===== src/sld_pkg.sv =====
// Behaviour
// - drive 32 segment and 4 common outputs, up to 128 dots
// - keep refreshing the panel in normal, green and idle power modes
// - derive all display timing from the sub-oscillator clock Fs only
// - control bit 7 picks 1/2 bias when clear, 1/3 bias when set
// - control bits 6:5 pick duty: 00 half, 01 third, 1x quarter
// - control bit 4 enables display; when clear all common and segment outputs sit at ground
// - control bit 2 picks waveform type A when clear, type B when set
// - control bits 1:0 pick frame divisor per duty from the fixed table
// - address register bits 7:5 always read zero
// - 5-bit address picks one RAM entry 00h-1Fh, entry n drives segment n
// - data buffer low nibble moves RAM data, bit n is state during common n
// - booster bits 2:1 pick booster clock Fs, Fs/4, Fs/8, Fs/16
package sld_pkg;

    ////////////////////////////////////////////////////////////////////////////
    // register map
    localparam int unsigned ADDR_W = 3;
    localparam int unsigned DATA_W = 8;
    localparam logic [ADDR_W-1:0] OFS_DISPLAY_CONTROL = 3'h0;
    localparam logic [ADDR_W-1:0] OFS_RAM_ADDRESS     = 3'h1;
    localparam logic [ADDR_W-1:0] OFS_RAM_DATA_BUFFER = 3'h2;
    localparam logic [ADDR_W-1:0] OFS_BOOSTER_CONTROL = 3'h3;
    localparam logic [ADDR_W-1:0] OFS_SCAN_STATUS     = 3'h4;

    // display_control fields
    localparam int unsigned BIT_BIAS_SELECT   = 7;
    localparam int unsigned BIT_DUTY_HI       = 6;
    localparam int unsigned BIT_DUTY_LO       = 5;
    localparam int unsigned BIT_DISPLAY_EN    = 4;
    localparam int unsigned BIT_WAVEFORM_TYPE = 2;
    localparam int unsigned BIT_FRAME_HI      = 1;
    localparam int unsigned BIT_FRAME_LO      = 0;
    localparam logic [DATA_W-1:0] CONTROL_MASK  = 8'hF7;
    localparam logic [DATA_W-1:0] CONTROL_RESET = 8'h00;

    // booster fields
    localparam int unsigned BIT_BOOST_HI = 2;
    localparam int unsigned BIT_BOOST_LO = 1;

    ////////////////////////////////////////////////////////////////////////////
    // geometry
    localparam int unsigned NUM_SEG   = 32;
    localparam int unsigned NUM_COM   = 4;
    localparam int unsigned RAM_AW    = 5;
    localparam int unsigned LVL_W     = 2;
    localparam int unsigned SLOT_W    = 9;

    // drive level codes; in 1/2 bias the mid code means half of the top level
    localparam logic [LVL_W-1:0] LVL_GND  = 2'h0;
    localparam logic [LVL_W-1:0] LVL_LOW  = 2'h1;
    localparam logic [LVL_W-1:0] LVL_HIGH = 2'h2;
    localparam logic [LVL_W-1:0] LVL_TOP  = 2'h3;
    localparam logic [LVL_W-1:0] LVL_MID  = 2'h1;

    ////////////////////////////////////////////////////////////////////////////
    // frame divisors per frame select code 0..3, one table per duty
    localparam logic [3:0][SLOT_W-1:0] DIV_DUTY_HALF    = {9'h0E8, 9'h130, 9'h118, 9'h100};
    localparam logic [3:0][SLOT_W-1:0] DIV_DUTY_THIRD   = {9'h09C, 9'h0CC, 9'h0BC, 9'h0AC};
    localparam logic [3:0][SLOT_W-1:0] DIV_DUTY_QUARTER = {9'h074, 9'h098, 9'h08C, 9'h080};

    typedef enum logic [1:0] {
        SLD_DUTY_HALF    = 2'h0,
        SLD_DUTY_THIRD   = 2'h1,
        SLD_DUTY_QUARTER = 2'h3
    } sld_duty_t;

    typedef struct packed {
        logic [NUM_COM-1:0][LVL_W-1:0] com;
        logic [NUM_SEG-1:0][LVL_W-1:0] seg;
    } sld_drive_t;

endpackage : sld_pkg


===== src/sld_segment_lcd_driver.sv =====
// The strobed register port and the register offsets are this design's own decisions.
`timescale 1ns/1ps
`default_nettype none

module sld_segment_lcd_driver
    import sld_pkg::*;
(
    // clock and reset
    input  wire logic              ref_clk,
    input  wire logic              rst,
    // register port
    input  wire logic [ADDR_W-1:0] reg_addr,
    input  wire logic [DATA_W-1:0] reg_wdata,
    input  wire logic              reg_wr,
    input  wire logic              reg_rd,
    output logic      [DATA_W-1:0] reg_rdata,
    // sub-oscillator clock pin
    input  wire logic              fs_pin,
    // panel drive and booster clock
    output var sld_drive_t         lcd_drive,
    output logic                   booster_clk
);

    ////////////////////////////////////////////////////////////////////////////
    // fs pin synchroniser; only the agreed level counts, first stage feeds stage two only

    logic fs_s1_q;
    logic fs_s2_q;
    logic fs_s3_q;
    logic fs_lvl_q;
    logic fs_tick;

    always_ff @(posedge ref_clk or posedge rst) begin
        if (rst) begin
            fs_s1_q <= 1'b0;
            fs_s2_q <= 1'b0;
            fs_s3_q <= 1'b0;
        end else begin
            fs_s1_q <= fs_pin;
            fs_s2_q <= fs_s1_q;
            fs_s3_q <= fs_s2_q;
        end
    end

    always_ff @(posedge ref_clk or posedge rst) begin
        if (rst) begin
            fs_lvl_q <= 1'b0;
        end else if (fs_s2_q == fs_s3_q) begin
            fs_lvl_q <= fs_s3_q;
        end
    end

    // one-cycle enable per Fs rising edge; all scan timing hangs off it
    assign fs_tick = (fs_s2_q == fs_s3_q) && fs_s3_q && !fs_lvl_q;

    ////////////////////////////////////////////////////////////////////////////
    // software registers

    logic [DATA_W-1:0] control_q;
    logic [RAM_AW-1:0] ram_addr_q;
    logic [1:0]        boost_sel_q;
    logic [3:0]        ram [NUM_SEG];

    logic      bias_third;
    logic      display_en;
    logic      type_b;
    logic [1:0] frame_sel;
    sld_duty_t duty;

    always_ff @(posedge ref_clk or posedge rst) begin
        if (rst) begin
            control_q <= CONTROL_RESET;
        end else if (reg_wr && reg_addr == OFS_DISPLAY_CONTROL) begin
            control_q <= reg_wdata & CONTROL_MASK;
        end
    end

    always_ff @(posedge ref_clk or posedge rst) begin
        if (rst) begin
            ram_addr_q <= '0;
        end else if (reg_wr && reg_addr == OFS_RAM_ADDRESS) begin
            ram_addr_q <= reg_wdata[RAM_AW-1:0];
        end
    end

    always_ff @(posedge ref_clk or posedge rst) begin
        if (rst) begin
            boost_sel_q <= 2'h0;
        end else if (reg_wr && reg_addr == OFS_BOOSTER_CONTROL) begin
            boost_sel_q <= reg_wdata[BIT_BOOST_HI:BIT_BOOST_LO];
        end
    end

    // display RAM has no reset; software fills it before enabling the display
    always_ff @(posedge ref_clk) begin
        if (reg_wr && reg_addr == OFS_RAM_DATA_BUFFER) begin
            ram[ram_addr_q] <= reg_wdata[3:0];
        end
    end

    assign bias_third = control_q[BIT_BIAS_SELECT];
    assign display_en = control_q[BIT_DISPLAY_EN];
    assign type_b     = control_q[BIT_WAVEFORM_TYPE];
    assign frame_sel  = control_q[BIT_FRAME_HI:BIT_FRAME_LO];

    always_comb begin
        if (control_q[BIT_DUTY_HI]) begin
            duty = SLD_DUTY_QUARTER;
        end else if (control_q[BIT_DUTY_LO]) begin
            duty = SLD_DUTY_THIRD;
        end else begin
            duty = SLD_DUTY_HALF;
        end
    end

    ////////////////////////////////////////////////////////////////////////////
    // scan timing

    logic [SLOT_W-1:0] divisor;
    logic [SLOT_W-1:0] slot_len;
    logic [1:0]        last_com;
    logic [SLOT_W-1:0] slot_cnt_q;
    logic [1:0]        com_idx_q;
    logic              half_q;
    logic              pol_q;
    logic              slot_end;
    logic              com_wrap;

    always_comb begin
        case (duty)
            SLD_DUTY_HALF: begin
                divisor  = DIV_DUTY_HALF[frame_sel];
                last_com = 2'h1;
            end
            SLD_DUTY_THIRD: begin
                divisor  = DIV_DUTY_THIRD[frame_sel];
                last_com = 2'h2;
            end
            SLD_DUTY_QUARTER: begin
                divisor  = DIV_DUTY_QUARTER[frame_sel];
                last_com = 2'h3;
            end
            default: begin
                divisor  = DIV_DUTY_QUARTER[frame_sel];
                last_com = 2'h3;
            end
        endcase
    end

    // type A flips polarity every half slot, so each slot lasts divisor ticks either way
    assign slot_len = type_b ? divisor : {1'b0, divisor[SLOT_W-1:1]};
    assign slot_end = fs_tick && (slot_cnt_q >= slot_len - 9'h001);
    // a duty change mid-frame may leave the index past the new end; wrap to 0 at the next advance
    assign com_wrap = (com_idx_q >= last_com);

    // runs from Fs alone, so cpu power modes do not stop the refresh
    always_ff @(posedge ref_clk or posedge rst) begin
        if (rst) begin
            slot_cnt_q <= '0;
        end else if (!display_en) begin
            slot_cnt_q <= '0;
        end else if (slot_end) begin
            slot_cnt_q <= '0;
        end else if (fs_tick) begin
            slot_cnt_q <= slot_cnt_q + 9'h001;
        end
    end

    always_ff @(posedge ref_clk or posedge rst) begin
        if (rst) begin
            half_q <= 1'b0;
        end else if (!display_en || type_b) begin
            half_q <= 1'b0;
        end else if (slot_end) begin
            half_q <= !half_q;
        end
    end

    always_ff @(posedge ref_clk or posedge rst) begin
        if (rst) begin
            com_idx_q <= 2'h0;
        end else if (!display_en) begin
            com_idx_q <= 2'h0;
        end else if (slot_end && (type_b || half_q)) begin
            com_idx_q <= com_wrap ? 2'h0 : com_idx_q + 2'h1;
        end
    end

    always_ff @(posedge ref_clk or posedge rst) begin
        if (rst) begin
            pol_q <= 1'b0;
        end else if (!display_en) begin
            pol_q <= 1'b0;
        end else if (slot_end && (!type_b || com_wrap)) begin
            pol_q <= !pol_q;
        end
    end

    ////////////////////////////////////////////////////////////////////////////
    // level selection

    function automatic logic [LVL_W-1:0] pick_level(
        input logic is_com,
        input logic active,
        input logic pol,
        input logic third
    );
        logic [LVL_W-1:0] lvl;
        lvl = LVL_GND;
        if (is_com) begin
            if (active) begin
                lvl = pol ? LVL_GND : LVL_TOP;
            end else if (third) begin
                lvl = pol ? LVL_HIGH : LVL_LOW;
            end else begin
                lvl = LVL_MID;
            end
        end else begin
            if (active) begin
                lvl = pol ? LVL_TOP : LVL_GND;
            end else if (third) begin
                lvl = pol ? LVL_LOW : LVL_HIGH;
            end else begin
                lvl = pol ? LVL_GND : LVL_TOP;
            end
        end
        return lvl;
    endfunction : pick_level

    sld_drive_t drive_d;
    sld_drive_t drive_q;

    always_comb begin
        drive_d = '0;
        for (int c = 0; c < NUM_COM; c++) begin
            // commons past the duty never select, so they hold the unselected level
            drive_d.com[c] = pick_level(1'b1, com_idx_q == c[1:0], pol_q, bias_third);
        end
        for (int s = 0; s < NUM_SEG; s++) begin
            drive_d.seg[s] = pick_level(1'b0, ram[s][com_idx_q], pol_q, bias_third);
        end
        if (!display_en) begin
            drive_d = '0;
        end
    end

    always_ff @(posedge ref_clk or posedge rst) begin
        if (rst) begin
            drive_q <= '0;
        end else begin
            drive_q <= drive_d;
        end
    end

    assign lcd_drive = drive_q;

    ////////////////////////////////////////////////////////////////////////////
    // booster clock

    logic [3:0] boost_cnt_q;
    logic       boost_q;

    always_ff @(posedge ref_clk or posedge rst) begin
        if (rst) begin
            boost_cnt_q <= 4'h0;
        end else if (fs_tick) begin
            boost_cnt_q <= boost_cnt_q + 4'h1;
        end
    end

    // Fs itself is passed as the agreed synchronised level, a few cycles late
    always_ff @(posedge ref_clk or posedge rst) begin
        if (rst) begin
            boost_q <= 1'b0;
        end else begin
            case (boost_sel_q)
                2'h0:    boost_q <= fs_lvl_q;
                2'h1:    boost_q <= boost_cnt_q[1];
                2'h2:    boost_q <= boost_cnt_q[2];
                2'h3:    boost_q <= boost_cnt_q[3];
                default: boost_q <= 1'b0;
            endcase
        end
    end

    assign booster_clk = boost_q;

    ////////////////////////////////////////////////////////////////////////////
    // read path, data one cycle after the strobe

    logic [DATA_W-1:0] rdata_q;

    always_ff @(posedge ref_clk or posedge rst) begin
        if (rst) begin
            rdata_q <= '0;
        end else if (reg_rd) begin
            case (reg_addr)
                OFS_DISPLAY_CONTROL: rdata_q <= control_q;
                OFS_RAM_ADDRESS:     rdata_q <= {3'h0, ram_addr_q};
                OFS_RAM_DATA_BUFFER: rdata_q <= {4'h0, ram[ram_addr_q]};
                OFS_BOOSTER_CONTROL: rdata_q <= {5'h00, boost_sel_q, 1'b0};
                OFS_SCAN_STATUS:     rdata_q <= {4'h0, pol_q, half_q, com_idx_q};
                default:             rdata_q <= '0;
            endcase
        end else begin
            rdata_q <= '0;
        end
    end

    assign reg_rdata = rdata_q;

endmodule : sld_segment_lcd_driver

`default_nettype wire


===== config.mk =====
export PLATFORM = sky130hd
export DESIGN_NAME = sld_segment_lcd_driver
export DESIGN_NICKNAME = d
export VERILOG_FILES = /design/src/sld_pkg.sv /design/src/sld_segment_lcd_driver.sv
export SDC_FILE = /design/constraint.sdc
export NUM_CORES = 1
export LEC_CHECK = 0
export ABC_CLOCK_PERIOD_IN_PS = 4300
export BUFFER_PORTS_ARGS = -buffer_cell sky130_fd_sc_hd__clkbuf_2
export CAP_MARGIN = 15
export CORE_MARGIN = 3
export CORE_UTILIZATION = 35
export CTS_CLUSTER_SIZE = 14
export DETAILED_ROUTE_END_ITERATION = 8
export HOLD_SLACK_MARGIN = 0.06
export SYNTH_ARGS = -nofsm -noshare
export SYNTH_HDL_FRONTEND = slang
export SYNTH_SLANG_ARGS = --single-unit
export TNS_END_PERCENT = 50

===== constraint.sdc =====
create_clock -name ref_clk -period 4.3 [get_ports ref_clk]
set_clock_uncertainty 0.2 [all_clocks]
set_input_delay 0.86 -clock ref_clk [delete_from_list [all_inputs] [get_ports ref_clk]]
set_output_delay 0.86 -clock ref_clk [all_outputs]
set_load 0.02 [all_outputs]

==> results of run 1 <==
==> power by group through the flow <==
stage | logic [W] | registers [W] | clock network (W)
2_1_floorplan | 0.000766 | 0.00282 | 0
3_3_place_gp | 0.00108 | 0.00283 | 0
3_5_place_dp | 0.00110 | 0.00283 | 0
4_1_cts | 0.00110 | 0.00279 | 0.00226
5_1_grt | 0.00120 | 0.00281 | 0.00237
6_report | 0.00109 | 0.00279 | 0.00222
==> area by class of cell <==
class | count | area, um^2 | area share [%]
well taps | 435 | 544 | 4.09
inverters | 11 | 43.8 | 0.329
repair buffers | 106 | 581 | 4.37
flip-flops and latches | 244 | 6750 | 50.8
clock inverters | 12 | 171 | 1.29
clock buffers | 32 | 672 | 5.06
multi-input cells | 564 | 4530 | 34.1
==> metal layers <==
metal | share of wire (%) | up-vias | routed length, um
li1 | - | 3465 | -
met1 | 44 | 3767 | 12200
met2 | 47 | 242 | 13100
met3 | 5.8 | 47 | 1600
met4 | 2.3 | 0 | 634
met5 | 0 | - | 0
==> worst max-delay path, cell delays in order, from the launching register on <==
cell,delay (ps)
dfrtp_1,480
inv_1,140
ha_1,380
inv_1,90
a2111oi_4,360
nand3_2,110
or2_1,250
o32a_1,300
ha_1,330
nand2_1,50
or4_1,570
buf_4,240
a32oi_1,180
nor2_1,60
==> Yosys cell counts (4+ instances only) <==
master | count | share of area, %
buf_1 | 5 | 0.16
nand4_1 | 8 | 0.43
a21o_1 | 4 | 0.26
nand4bb_1 | 5 | 0.49
nand3_1 | 12 | 0.52
clkbuf_1 | 35 | 1.1
and3_1 | 33 | 1.8
nand3b_1 | 7 | 0.45
mux2_2 | 10 | 0.97
mux2i_1 | 74 | 6.4
o21ai_0 | 9 | 0.39
nor4_1 | 10 | 0.54
nor3_1 | 12 | 0.52
buf_2 | 18 | 0.78
o22ai_1 | 33 | 1.8
or2_2 | 7 | 0.38
or4b_1 | 4 | 0.35
ha_1 | 25 | 2.7
inv_1 | 9 | 0.29
mux4_2 | 33 | 6.4
nand2b_1 | 43 | 2.3
nand4b_1 | 5 | 0.38
a31oi_1 | 4 | 0.22
dfrtp_1 | 116 | 25
edfxtp_1 | 128 | 33
o211a_1 | 32 | 2.8
a21oi_1 | 23 | 0.99
xnor2_1 | 8 | 0.61
nand2_1 | 72 | 2.3
nor2_1 | 42 | 1.4
==> kinds of logic after synthesis <==
group	Yosys count	share of synthesized area, %
compound gates	127	8.25
xor+xnor	10	0.757
fa+ha+maj	25	2.70
buf+inv	71	2.59
flops	244	58.3
mux	119	14.0
simple gates	283	13.4
==> how the worst max path moves through the flow <==
| stage | depth (start not counted) | start | to | slack (ps) |
|---|---|---|---|---|
| floorplan | 1 | rst | boost_cnt_q[0] | 170 |
| global placement | 13 | control_q[0] | slot_cnt_q[2] | 530 |
| detailed placement | 13 | control_q[0] | slot_cnt_q[8] | 410 |
| CTS | 12 | control_q[0] | pol_q | 420 |
| global route | 14 | control_q[0] | slot_cnt_q[8] | 140 |
| finish | 13 | control_q[0] | slot_cnt_q[2] | 410 |
==> metrics by stage <==
stage                     worst slack (ps)  instance area [um^2]  power [W]  hold WS (ps)
final                                  412                 13300    0.00610           151
after global routing                   140                 13300    0.00638           167
after CTS                              419                 13300    0.00615           151
after detailed placement               411                 12400    0.00393           137
after global placement                 530                 12400    0.00392           137
after floorplan                        168                 11600    0.00359           131
==> sequential cells by signal (all words and copies together) (netlist names) <==
| register | cells |
|---|---|
| lcd_drive | 72 |
| pol_q | 1 |
| reg_rdata | 8 |
| half_q | 1 |
| fs_s2_q | 1 |
| ram | 128 |
| booster_clk | 1 |
| control_q | 7 |
| slot_cnt_q | 9 |
| fs_lvl_q | 1 |
| boost_cnt_q | 4 |
| ram_addr_q | 5 |
| fs_s1_q | 1 |
| fs_s3_q | 1 |
| boost_sel_q | 2 |
| com_idx_q | 2 |
==> layout by cell type, fill, tap and decap left out, types with 32 or more instances in the layout <==
master,n
mux4_2,33
o22ai_1,33
edfxtp_1,128
o211a_1,32
mux2i_1,74
dfrtp_1,113
clkbuf_2,96
nand2_1,72
and3_1,33
nand2b_1,43
nor2_1,42
==> run_summary.xml, run 1 <==
<?xml version="1.0" encoding="UTF-8"?>
<metrics>
  <group name="run_status">
    <metric name="outcome" unit="">finished, final reports clean</metric>
  </group>
  <group name="critical_path">
    <metric name="critPathRequiredTime" unit="ps">4490</metric>
    <metric name="crit-reg2reg-launch" unit="">control_q[0]</metric>
    <metric name="rr_worst_depth" unit="">13</metric>
    <metric name="endpoint_kind" unit="">flop</metric>
    <metric name="worstPathArrival" unit="ps">4080</metric>
    <metric name="critical_path.startpoint_type" unit="">flop</metric>
    <metric name="regToRegSetupSlack" unit="ps">410</metric>
    <metric name="critical_path_class" unit="">reg -&gt; reg</metric>
    <metric name="critical_path_fanout_max" unit="">14</metric>
    <metric name="reg2reg_to" unit="">slot_cnt_q[2]</metric>
  </group>
  <group name="die">
    <metric name="core_area" unit="mm^2">0.0320</metric>
    <metric name="die_w" unit="um">188</metric>
    <metric name="row_count" unit="">65</metric>
    <metric name="io-pin-count" unit="">97</metric>
    <metric name="floorplan.die_area" unit="mm^2">0.0353</metric>
    <metric name="initial_cell_density_of_the_core" unit="%">36.1</metric>
    <metric name="chipHeight" unit="um">188</metric>
  </group>
  <group name="clocking">
    <metric name="cts-buffers-inserted" unit="">24</metric>
    <metric name="clock_tree.buffer_depth" unit="">3</metric>
    <metric name="postCtsResizedCells" unit="">0</metric>
    <metric name="sinks_on_clock_net" unit="">244</metric>
    <metric name="cts.clk_slew.worst_paths" unit="ps">60</metric>
    <metric name="htree_num_levels" unit="">1</metric>
    <metric name="insertion_delay" unit="ps">520</metric>
    <metric name="postCtsHoldBufs" unit="">0</metric>
    <metric name="cts_root_buffer" unit="">clkbuf_16</metric>
    <metric name="cts_tree" unit="">done</metric>
    <metric name="postCtsSetupRepairBufs" unit="">0</metric>
  </group>
  <group name="route">
    <metric name="wl" unit="um">27500</metric>
    <metric name="dr.pass1.iters" unit="">5</metric>
    <metric name="ant_nets" unit="">0</metric>
    <metric name="drtIter0Drc" unit="">620</metric>
    <metric name="via_count" unit="">7521</metric>
    <metric name="ratio_of_routed_vias_to_standard_cells" unit="">5.36</metric>
    <metric name="drc_errors" unit="">0</metric>
    <metric name="wire_per_inst" unit="um">19.6</metric>
  </group>
  <group name="global_routing">
    <metric name="grt_pass1_wl" unit="um">43600</metric>
    <metric name="global_route.usage.met3" unit="%">1.72</metric>
    <metric name="grtUsageMet2" unit="%">25.4</metric>
    <metric name="globalRoute.totalOverflow" unit="">0</metric>
    <metric name="grt.total_usage" unit="%">15.3</metric>
    <metric name="grt_start_max_net_pins" unit="">117</metric>
    <metric name="antenna_violations_before_repair" unit="">0</metric>
    <metric name="busiest_metal_layer_after_global_routing" unit="">met2</metric>
    <metric name="grt.met1_usage" unit="%">21.6</metric>
    <metric name="grt_pass1_vias" unit="">7507</metric>
  </group>
  <group name="synth">
    <metric name="postSynthRegisterBits" unit="">244</metric>
    <metric name="synthesis.area" unit="mm^2">0.0116</metric>
    <metric name="avgSynthCellArea" unit="um^2">13.2</metric>
    <metric name="fraction_of_the_yosys_area_taken_by_sequential_cells" unit="%">58.3</metric>
    <metric name="syn-num-nets" unit="">920</metric>
    <metric name="synth_cells" unit="">879</metric>
    <metric name="ys.warnings.count" unit="">0</metric>
    <metric name="synthArstFlopShare" unit="%">47.5</metric>
    <metric name="netlist-cell-type-count" unit="">66</metric>
    <metric name="postSynth.topFlopCell" unit="">edfxtp_1</metric>
    <metric name="synth_enable_flop_cells" unit="">128</metric>
  </group>
  <group name="placement">
    <metric name="dp_hpwl" unit="um">18600</metric>
    <metric name="placedCellCount" unit="">1360</metric>
    <metric name="place.gp.congestion" unit="">0.851</metric>
    <metric name="io_buffers" unit="">96</metric>
  </group>
  <group name="power_and_ir_drop">
    <metric name="clkPwrFrac" unit="%">36.4</metric>
    <metric name="cell_int_power" unit="W">0.00438</metric>
    <metric name="irDropWorstVdd" unit="mV">0.277</metric>
    <metric name="combPwrFrac" unit="%">17.9</metric>
    <metric name="leakagePower" unit="nW">5.57</metric>
    <metric name="p_per_area" unit="mW/mm^2">459</metric>
    <metric name="switching_share" unit="%">28.2</metric>
    <metric name="seq_power_share" unit="%">45.7</metric>
    <metric name="net-switching-power" unit="W">0.00172</metric>
  </group>
  <group name="min_path">
    <metric name="timing.hold.worst.class" unit="">reg -&gt; reg</metric>
    <metric name="hold_path_startpoint" unit="">fs_s1_q</metric>
    <metric name="whs_endpoint" unit="">fs_s2_q</metric>
    <metric name="min_delay_path_depth" unit="">0</metric>
  </group>
  <group name="timing">
    <metric name="report.final.hold_viol_count" unit="">0</metric>
    <metric name="tightest_slew" unit="ps">1130</metric>
    <metric name="slew_viol_final" unit="">0</metric>
    <metric name="timing.slew.headroom" unit="%">24.7</metric>
    <metric name="grt_setup_unrepaired" unit="">false</metric>
    <metric name="fmax" unit="MHz">257</metric>
    <metric name="timing.final.crit_period" unit="ps">3890</metric>
    <metric name="timing.final.setup_violations" unit="">0</metric>
    <metric name="setup_total_negative_slack" unit="ps">0</metric>
    <metric name="timing.final.crit_share" unit="%">90.4</metric>
  </group>
  <group name="finish">
    <metric name="finish.net_count" unit="">992</metric>
    <metric name="postLayoutCoreUtil" unit="%">41.5</metric>
    <metric name="area_growth_syn_to_layout" unit="%">14.8</metric>
    <metric name="drive_gt1_share" unit="%">21.3</metric>
    <metric name="post_layout_nonfiller_instances" unit="">1404</metric>
    <metric name="antennaDiodeCount" unit="">0</metric>
    <metric name="final.fill_count" unit="">2970</metric>
  </group>
  <group name="flow_run">
    <metric name="drv.max_cap_violation_count" unit="">0</metric>
  </group>
</metrics>
Note: power is estimated with default switching activity, not from simulation.
==> run 2: changes to the inputs <==
BUFFER_PORTS_ARGS = not set   (was -buffer_cell sky130_fd_sc_hd__clkbuf_2)
DONT_BUFFER_PORTS = 1   (was not set)
==> run 2 against run 1 <==
Cell count is 6.6% lower. Maximum frequency fell by 0.90%. Non-clock buffer count fell by 94.
==> run_summary.xml, run 2 (same netlist as run 1, synthesis figures left out) <==
<?xml version="1.0" encoding="UTF-8"?>
<metrics>
  <group name="route">
    <metric name="drc_errors" unit="">0</metric>
    <metric name="wl" unit="um">27400</metric>
    <metric name="ratio_of_routed_vias_to_standard_cells" unit="">5.53</metric>
    <metric name="wire_per_inst" unit="um">20.9</metric>
    <metric name="dr.pass1.iters" unit="">5</metric>
    <metric name="drtIter0Drc" unit="">550</metric>
    <metric name="ant_nets" unit="">0</metric>
    <metric name="via_count" unit="">7258</metric>
  </group>
  <group name="finish">
    <metric name="final.fill_count" unit="">2998</metric>
    <metric name="footprint_of_the_multi_input_gates" unit="mm^2">0.00453</metric>
    <metric name="layout_commonest_cell" unit="">edfxtp_1</metric>
    <metric name="area_growth_syn_to_layout" unit="%">10.4</metric>
    <metric name="finish.net_count" unit="">899</metric>
    <metric name="drive_gt1_share" unit="%">12.9</metric>
    <metric name="largest_reg_flops" unit="">128</metric>
    <metric name="antennaDiodeCount" unit="">0</metric>
    <metric name="top_library_cells_by_usage_in_the_layout_fill_and_taps_aside" unit="">128 x edfxtp_1, 113 x dfrtp_1, 74 x mux2i_1, 72 x nand2_1, 43 x nand2b_1</metric>
    <metric name="area.sequential" unit="mm^2">0.00675</metric>
    <metric name="regMostFlops" unit="">ram</metric>
  </group>
  <group name="critical_path">
    <metric name="critical_path_class" unit="">reg -&gt; reg</metric>
    <metric name="crit-reg2reg-launch" unit="">control_q[0]</metric>
    <metric name="worstPathArrival" unit="ps">4110</metric>
    <metric name="critical_path_fanout_max" unit="">14</metric>
    <metric name="crit_start" unit="">control_q[0]</metric>
    <metric name="endpoint_kind" unit="">flop</metric>
    <metric name="critPathRequiredTime" unit="ps">4480</metric>
    <metric name="critical_path.startpoint_type" unit="">flop</metric>
  </group>
  <group name="die">
    <metric name="chipHeight" unit="um">188</metric>
    <metric name="row_count" unit="">65</metric>
    <metric name="io-pin-count" unit="">97</metric>
    <metric name="floorplan.die_area" unit="mm^2">0.0353</metric>
    <metric name="initial_cell_density_of_the_core" unit="%">36.1</metric>
    <metric name="die_w" unit="um">188</metric>
    <metric name="core_area" unit="mm^2">0.0320</metric>
  </group>
  <group name="timing">
    <metric name="hold_slack" unit="ps">99.0</metric>
    <metric name="fmax" unit="MHz">255</metric>
    <metric name="tightest_slew" unit="ps">960</metric>
    <metric name="slew_viol_final" unit="">0</metric>
    <metric name="grt_setup_unrepaired" unit="">false</metric>
    <metric name="report.final.hold_viol_count" unit="">0</metric>
    <metric name="setup_total_negative_slack" unit="ps">0</metric>
    <metric name="timing.slew.headroom" unit="%">36.0</metric>
    <metric name="timing.final.crit_share" unit="%">91.3</metric>
    <metric name="timing.final.crit_period" unit="ps">3920</metric>
    <metric name="timing.final.setup_violations" unit="">0</metric>
    <metric name="setup_ws" unit="ps">376</metric>
  </group>
  <group name="placement">
    <metric name="io_buffers" unit="">0</metric>
    <metric name="place.gp.congestion" unit="">0.919</metric>
    <metric name="preCtsSetupSlack" unit="ps">440</metric>
    <metric name="dp_hpwl" unit="um">18400</metric>
  </group>
  <group name="clocking">
    <metric name="insertion_delay" unit="ps">520</metric>
    <metric name="postCtsSetupRepairBufs" unit="">0</metric>
    <metric name="postCtsResizedCells" unit="">0</metric>
    <metric name="cts.clk_slew.worst_paths" unit="ps">60</metric>
    <metric name="postCtsHoldBufs" unit="">0</metric>
    <metric name="clock_tree.buffer_depth" unit="">3</metric>
    <metric name="cts-buffers-inserted" unit="">25</metric>
    <metric name="cts_tree" unit="">done</metric>
    <metric name="htree_num_levels" unit="">1</metric>
    <metric name="sinks_on_clock_net" unit="">244</metric>
    <metric name="cts_root_buffer" unit="">clkbuf_16</metric>
  </group>
  <group name="global_routing">
    <metric name="grt_pass1_wl" unit="um">43400</metric>
    <metric name="global_route.usage.met3" unit="%">2.00</metric>
    <metric name="busiest_metal_layer_after_global_routing" unit="">met2</metric>
    <metric name="grt_pass1_vias" unit="">7094</metric>
    <metric name="grtUsageMet2" unit="%">25.2</metric>
    <metric name="globalRoute.totalOverflow" unit="">0</metric>
    <metric name="grt_start_max_net_pins" unit="">77</metric>
    <metric name="grt.total_usage" unit="%">15.2</metric>
    <metric name="grt.met1_usage" unit="%">21.6</metric>
    <metric name="antenna_violations_before_repair" unit="">0</metric>
  </group>
  <group name="power_and_ir_drop">
    <metric name="p_per_area" unit="mW/mm^2">459</metric>
    <metric name="leakagePower" unit="nW">5.12</metric>
    <metric name="irDropWorstVdd" unit="mV">0.338</metric>
    <metric name="totalPowerFinal" unit="W">0.00587</metric>
  </group>
  <group name="run_status">
    <metric name="outcome" unit="">finished, final reports clean</metric>
  </group>
  <group name="flow_run">
    <metric name="drv.max_cap_violation_count" unit="">0</metric>
  </group>
  <group name="min_path">
    <metric name="timing.hold.worst.class" unit="">in -&gt; async</metric>
  </group>
</metrics>
run 2: cell types whose count changed in the layout (fill, tap and decap cells not counted), moves of 2 or more:
cell,change
bufinv_16,-3
clkinvlp_4,+2
buf_4,+2
clkbuf_2,-96
run 2: through the flow:
step                utilization, %  instances  area (um^2)
global placement              37.3       1265        12000
detailed placement            37.3       1265        12000
floorplan                        -        879        11600
finish                        39.9       1312        12800
global route                  39.9       1312        12800
CTS                           39.8       1311        12700
run 2: path summary, 6_finish.rpt:
kind / end / slack (ps) / depth (start not counted)
setup / recovery: slot_cnt_q[2] / 380 / 13
hold / removal: slot_cnt_q[2] / 100 / 1
setup reg to reg: slot_cnt_q[2] / 380 / 13
hold reg to reg: fs_s2_q / 150 / 0
max in group asynchronous: lcd_drive[28] / 3030 / 2
min in group ref_clk: fs_s2_q / 150 / 0
run 2: layer usage:
metal  part of all wire, %  vias to the layer above
met5                     0                        -
met4                   1.6                        0
met1                    46                     3716
li1                      -                     3287
met2                    48                      221
met3                   5.2                       34
run 2: layout make-up:
class / count / area share [%]
tap: 435 / 4.26
clock inverter: 13 / 0.783
timing repair buffer: 12 / 0.960
multi-input combinational: 564 / 35.4
clock buffer: 33 / 5.38
sequential: 244 / 52.8
inverter: 11 / 0.343
run 2: critical path: stages (launching register included):
cell,delay [ps]
dfrtp_1,500
inv_1,140
ha_1,380
inv_1,90
a2111oi_4,350
nand3_2,120
or2_1,260
o32a_1,310
ha_1,330
nand2_1,60
or4_1,570
buf_4,240
a32oi_1,180
nor2_1,60
run 2: power breakdown:
group / internal, W / switching (W) / leakage [nW] / total (W)
Combinational: 0.000385 / 0.000496 / 2.08 / 0.000880
Sequential: 0.00260 / 0.000311 / 2.67 / 0.00291
Clock: 0.00119 / 0.000885 / 0.379 / 0.00207
Total: 0.00418 / 0.00169 / 5.12 / 0.00587
==> run 3: changes to the inputs <==
CORE_UTILIZATION = 25   (was 35)
==> run 3 against run 2 <==
Maximum frequency shrank 1.4%. Combinational power grew 2.8%. Highest routed layer unchanged. Routed wire length grew 4.5%. Non-clock buffer count grew 3.
==> run_summary.xml, run 3 (same netlist as run 1, synthesis figures left out) <==
<?xml version="1.0" encoding="UTF-8"?>
<metrics>
  <group name="run_status">
    <metric name="outcome" unit="">finished, final reports clean</metric>
  </group>
  <group name="critical_path">
    <metric name="timing.critical_path.slowest_cell_delay" unit="ps">540</metric>
    <metric name="crit-reg2reg-launch" unit="">control_q[0]</metric>
    <metric name="critical_path_fanout_max" unit="">11</metric>
    <metric name="critical_path_class" unit="">reg -&gt; reg</metric>
    <metric name="reg2reg_to" unit="">slot_cnt_q[7]</metric>
    <metric name="critical_path.startpoint_type" unit="">flop</metric>
    <metric name="endpoint_kind" unit="">flop</metric>
    <metric name="slowest_stage_cell_crit_path" unit="">a31oi_2</metric>
    <metric name="regToRegSetupSlack" unit="ps">320</metric>
    <metric name="path_cells" unit="">inv_1 -&gt; ha_1 -&gt; inv_1 -&gt; a2111oi_4 -&gt; nand3_2 -&gt; or2_1 -&gt; xor2_1 -&gt; ha_1 -&gt; a21oi_1 -&gt; o21ai_0 -&gt; a31oi_2 -&gt; buf_4 -&gt; o2111ai_1 -&gt; a31oi_1</metric>
    <metric name="worstPathArrival" unit="ps">4210</metric>
    <metric name="critPathRequiredTime" unit="ps">4540</metric>
    <metric name="rr_worst_depth" unit="">14</metric>
  </group>
  <group name="clocking">
    <metric name="insertion_delay" unit="ps">520</metric>
    <metric name="htree_num_levels" unit="">1</metric>
    <metric name="sinks_on_clock_net" unit="">244</metric>
    <metric name="cts_tree" unit="">done</metric>
    <metric name="cts_root_buffer" unit="">clkbuf_16</metric>
    <metric name="postCtsHoldBufs" unit="">1</metric>
    <metric name="cts.clk_slew.worst_paths" unit="ps">70</metric>
    <metric name="cts-buffers-inserted" unit="">25</metric>
    <metric name="postCtsSetupRepairBufs" unit="">0</metric>
    <metric name="postCtsResizedCells" unit="">0</metric>
    <metric name="clock_tree.buffer_depth" unit="">3</metric>
  </group>
  <group name="timing">
    <metric name="setup_total_negative_slack" unit="ps">0</metric>
    <metric name="setup_ws" unit="ps">321</metric>
    <metric name="timing.final.crit_share" unit="%">92.5</metric>
    <metric name="fmax" unit="MHz">251</metric>
    <metric name="timing.final.setup_violations" unit="">0</metric>
    <metric name="tightest_slew" unit="ps">1040</metric>
    <metric name="report.final.hold_viol_count" unit="">0</metric>
    <metric name="timing.final.crit_period" unit="ps">3980</metric>
    <metric name="slew_viol_final" unit="">0</metric>
    <metric name="grt_setup_unrepaired" unit="">false</metric>
    <metric name="timing.slew.headroom" unit="%">31.0</metric>
  </group>
  <group name="global_routing">
    <metric name="grt.total_usage" unit="%">11.4</metric>
    <metric name="globalRoute.totalOverflow" unit="">0</metric>
    <metric name="antenna_violations_before_repair" unit="">0</metric>
    <metric name="grt_pass1_wl" unit="um">44700</metric>
    <metric name="grt_start_max_net_pins" unit="">86</metric>
    <metric name="grt_pass1_vias" unit="">7388</metric>
  </group>
  <group name="die">
    <metric name="row_count" unit="">78</metric>
    <metric name="core_area" unit="mm^2">0.0456</metric>
    <metric name="die_w" unit="um">221</metric>
    <metric name="chipHeight" unit="um">221</metric>
    <metric name="io-pin-count" unit="">97</metric>
    <metric name="floorplan.die_area" unit="mm^2">0.0489</metric>
    <metric name="initial_cell_density_of_the_core" unit="%">25.4</metric>
  </group>
  <group name="power_and_ir_drop">
    <metric name="cell_int_power" unit="W">0.00428</metric>
    <metric name="net-switching-power" unit="W">0.00173</metric>
    <metric name="irDropWorstVdd" unit="mV">0.304</metric>
    <metric name="clkPwrFrac" unit="%">36.4</metric>
    <metric name="switching_share" unit="%">28.8</metric>
    <metric name="p_per_area" unit="mW/mm^2">461</metric>
    <metric name="combPwrFrac" unit="%">15.1</metric>
    <metric name="leakagePower" unit="nW">5.16</metric>
    <metric name="seq_power_share" unit="%">48.5</metric>
  </group>
  <group name="route">
    <metric name="ant_nets" unit="">0</metric>
    <metric name="wire_per_inst" unit="um">19.4</metric>
    <metric name="ratio_of_routed_vias_to_standard_cells" unit="">4.87</metric>
    <metric name="drtIter0Drc" unit="">584</metric>
    <metric name="dr.pass1.iters" unit="">5</metric>
    <metric name="drc_errors" unit="">0</metric>
    <metric name="via_count" unit="">7207</metric>
    <metric name="wl" unit="um">28600</metric>
  </group>
  <group name="finish">
    <metric name="layout.cell_area.non_filler" unit="mm^2">0.0130</metric>
    <metric name="largest_reg_flops" unit="">128</metric>
    <metric name="finish.net_count" unit="">902</metric>
    <metric name="post_layout_nonfiller_instances" unit="">1479</metric>
    <metric name="regMostFlops" unit="">ram</metric>
    <metric name="area_growth_syn_to_layout" unit="%">12.7</metric>
    <metric name="drive_gt1_share" unit="%">13.3</metric>
    <metric name="antennaDiodeCount" unit="">0</metric>
    <metric name="top_library_cells_by_usage_in_the_layout_fill_and_taps_aside" unit="">128 x edfxtp_1, 113 x dfrtp_1, 74 x mux2i_1, 72 x nand2_1, 43 x nand2b_1</metric>
    <metric name="layout_commonest_cell" unit="">edfxtp_1</metric>
  </group>
  <group name="min_path">
    <metric name="hold_path_startpoint" unit="">fs_s1_q</metric>
    <metric name="whs_endpoint" unit="">fs_s2_q</metric>
    <metric name="min_delay_path_depth" unit="">0</metric>
    <metric name="timing.hold.worst.class" unit="">reg -&gt; reg</metric>
  </group>
  <group name="placement">
    <metric name="preCtsSetupSlack" unit="ps">354</metric>
    <metric name="place.gp.congestion" unit="">0.917</metric>
    <metric name="dp_hpwl" unit="um">19500</metric>
    <metric name="io_buffers" unit="">0</metric>
    <metric name="placedCellCount" unit="">1432</metric>
    <metric name="dpl-instance-area" unit="mm^2">0.0122</metric>
  </group>
  <group name="flow_run">
    <metric name="drv.max_cap_violation_count" unit="">0</metric>
  </group>
</metrics>
run 3: per-layer routing:
| metal | part of all wire (%) | vias to the layer above | track usage, % |
|---|---|---|---|
| li1 | - | 3283 | - |
| met1 | 42 | 3642 | 14.5 |
| met2 | 50 | 232 | 19.9 |
| met3 | 5.2 | 50 | 1.80 |
| met4 | 2.7 | 0 | 3.82 |
| met5 | 0 | - | 0 |
run 3: power by group through the flow:
stage	Sequential (W)	Clock, W	Combinational, W
3_3_place_gp	0.00296	0	0.000879
4_1_cts	0.00292	0.00225	0.000897
5_1_grt	0.00293	0.00234	0.000999
3_5_place_dp	0.00296	0	0.000892
2_1_floorplan	0.00282	0	0.000766
6_report	0.00292	0.00219	0.000905
run 3: worst max-delay path: cells and delay by family, from the launching register on:
kind / cells / cell delay [ps]
compound gates: 6 / 1490
simple gates: 2 / 370
xor+xnor: 1 / 170
flops: 1 / 500
buf+inv: 3 / 480
fa+ha+maj: 2 / 690
run 3: worst max-delay path by stage:
stage / from / end / slack, ps / cells after the start
6_report: control_q[0] / slot_cnt_q[7] / 320 / 14
5_1_grt: control_q[0] / slot_cnt_q[7] / 110 / 14
4_1_cts: control_q[0] / slot_cnt_q[7] / 350 / 13
3_5_place_dp: control_q[0] / slot_cnt_q[7] / 350 / 13
3_3_place_gp: control_q[0] / slot_cnt_q[6] / 480 / 13
2_1_floorplan: rst / boost_cnt_q[0] / 170 / 1
run 3: per-stage QoR:
step,total power [W],util [%],hold WS [ps]
after floorplan,0.00359,-,131
after global placement,0.00384,26.7,138
after detailed placement,0.00385,26.7,137
after CTS,0.00606,28.6,136
after global routing,0.00628,28.6,136
final,0.00601,28.6,151
run 3: area by class of cell:
type                    instances  area (um^2)
clock buffers                  30          664
inverters                      11         43.8
fillers                      4538        32500
multi-input cells             564         4530
flip-flops and latches        244         6750
repair buffers                 15          148
clock inverters                15          161
well taps                     600          751
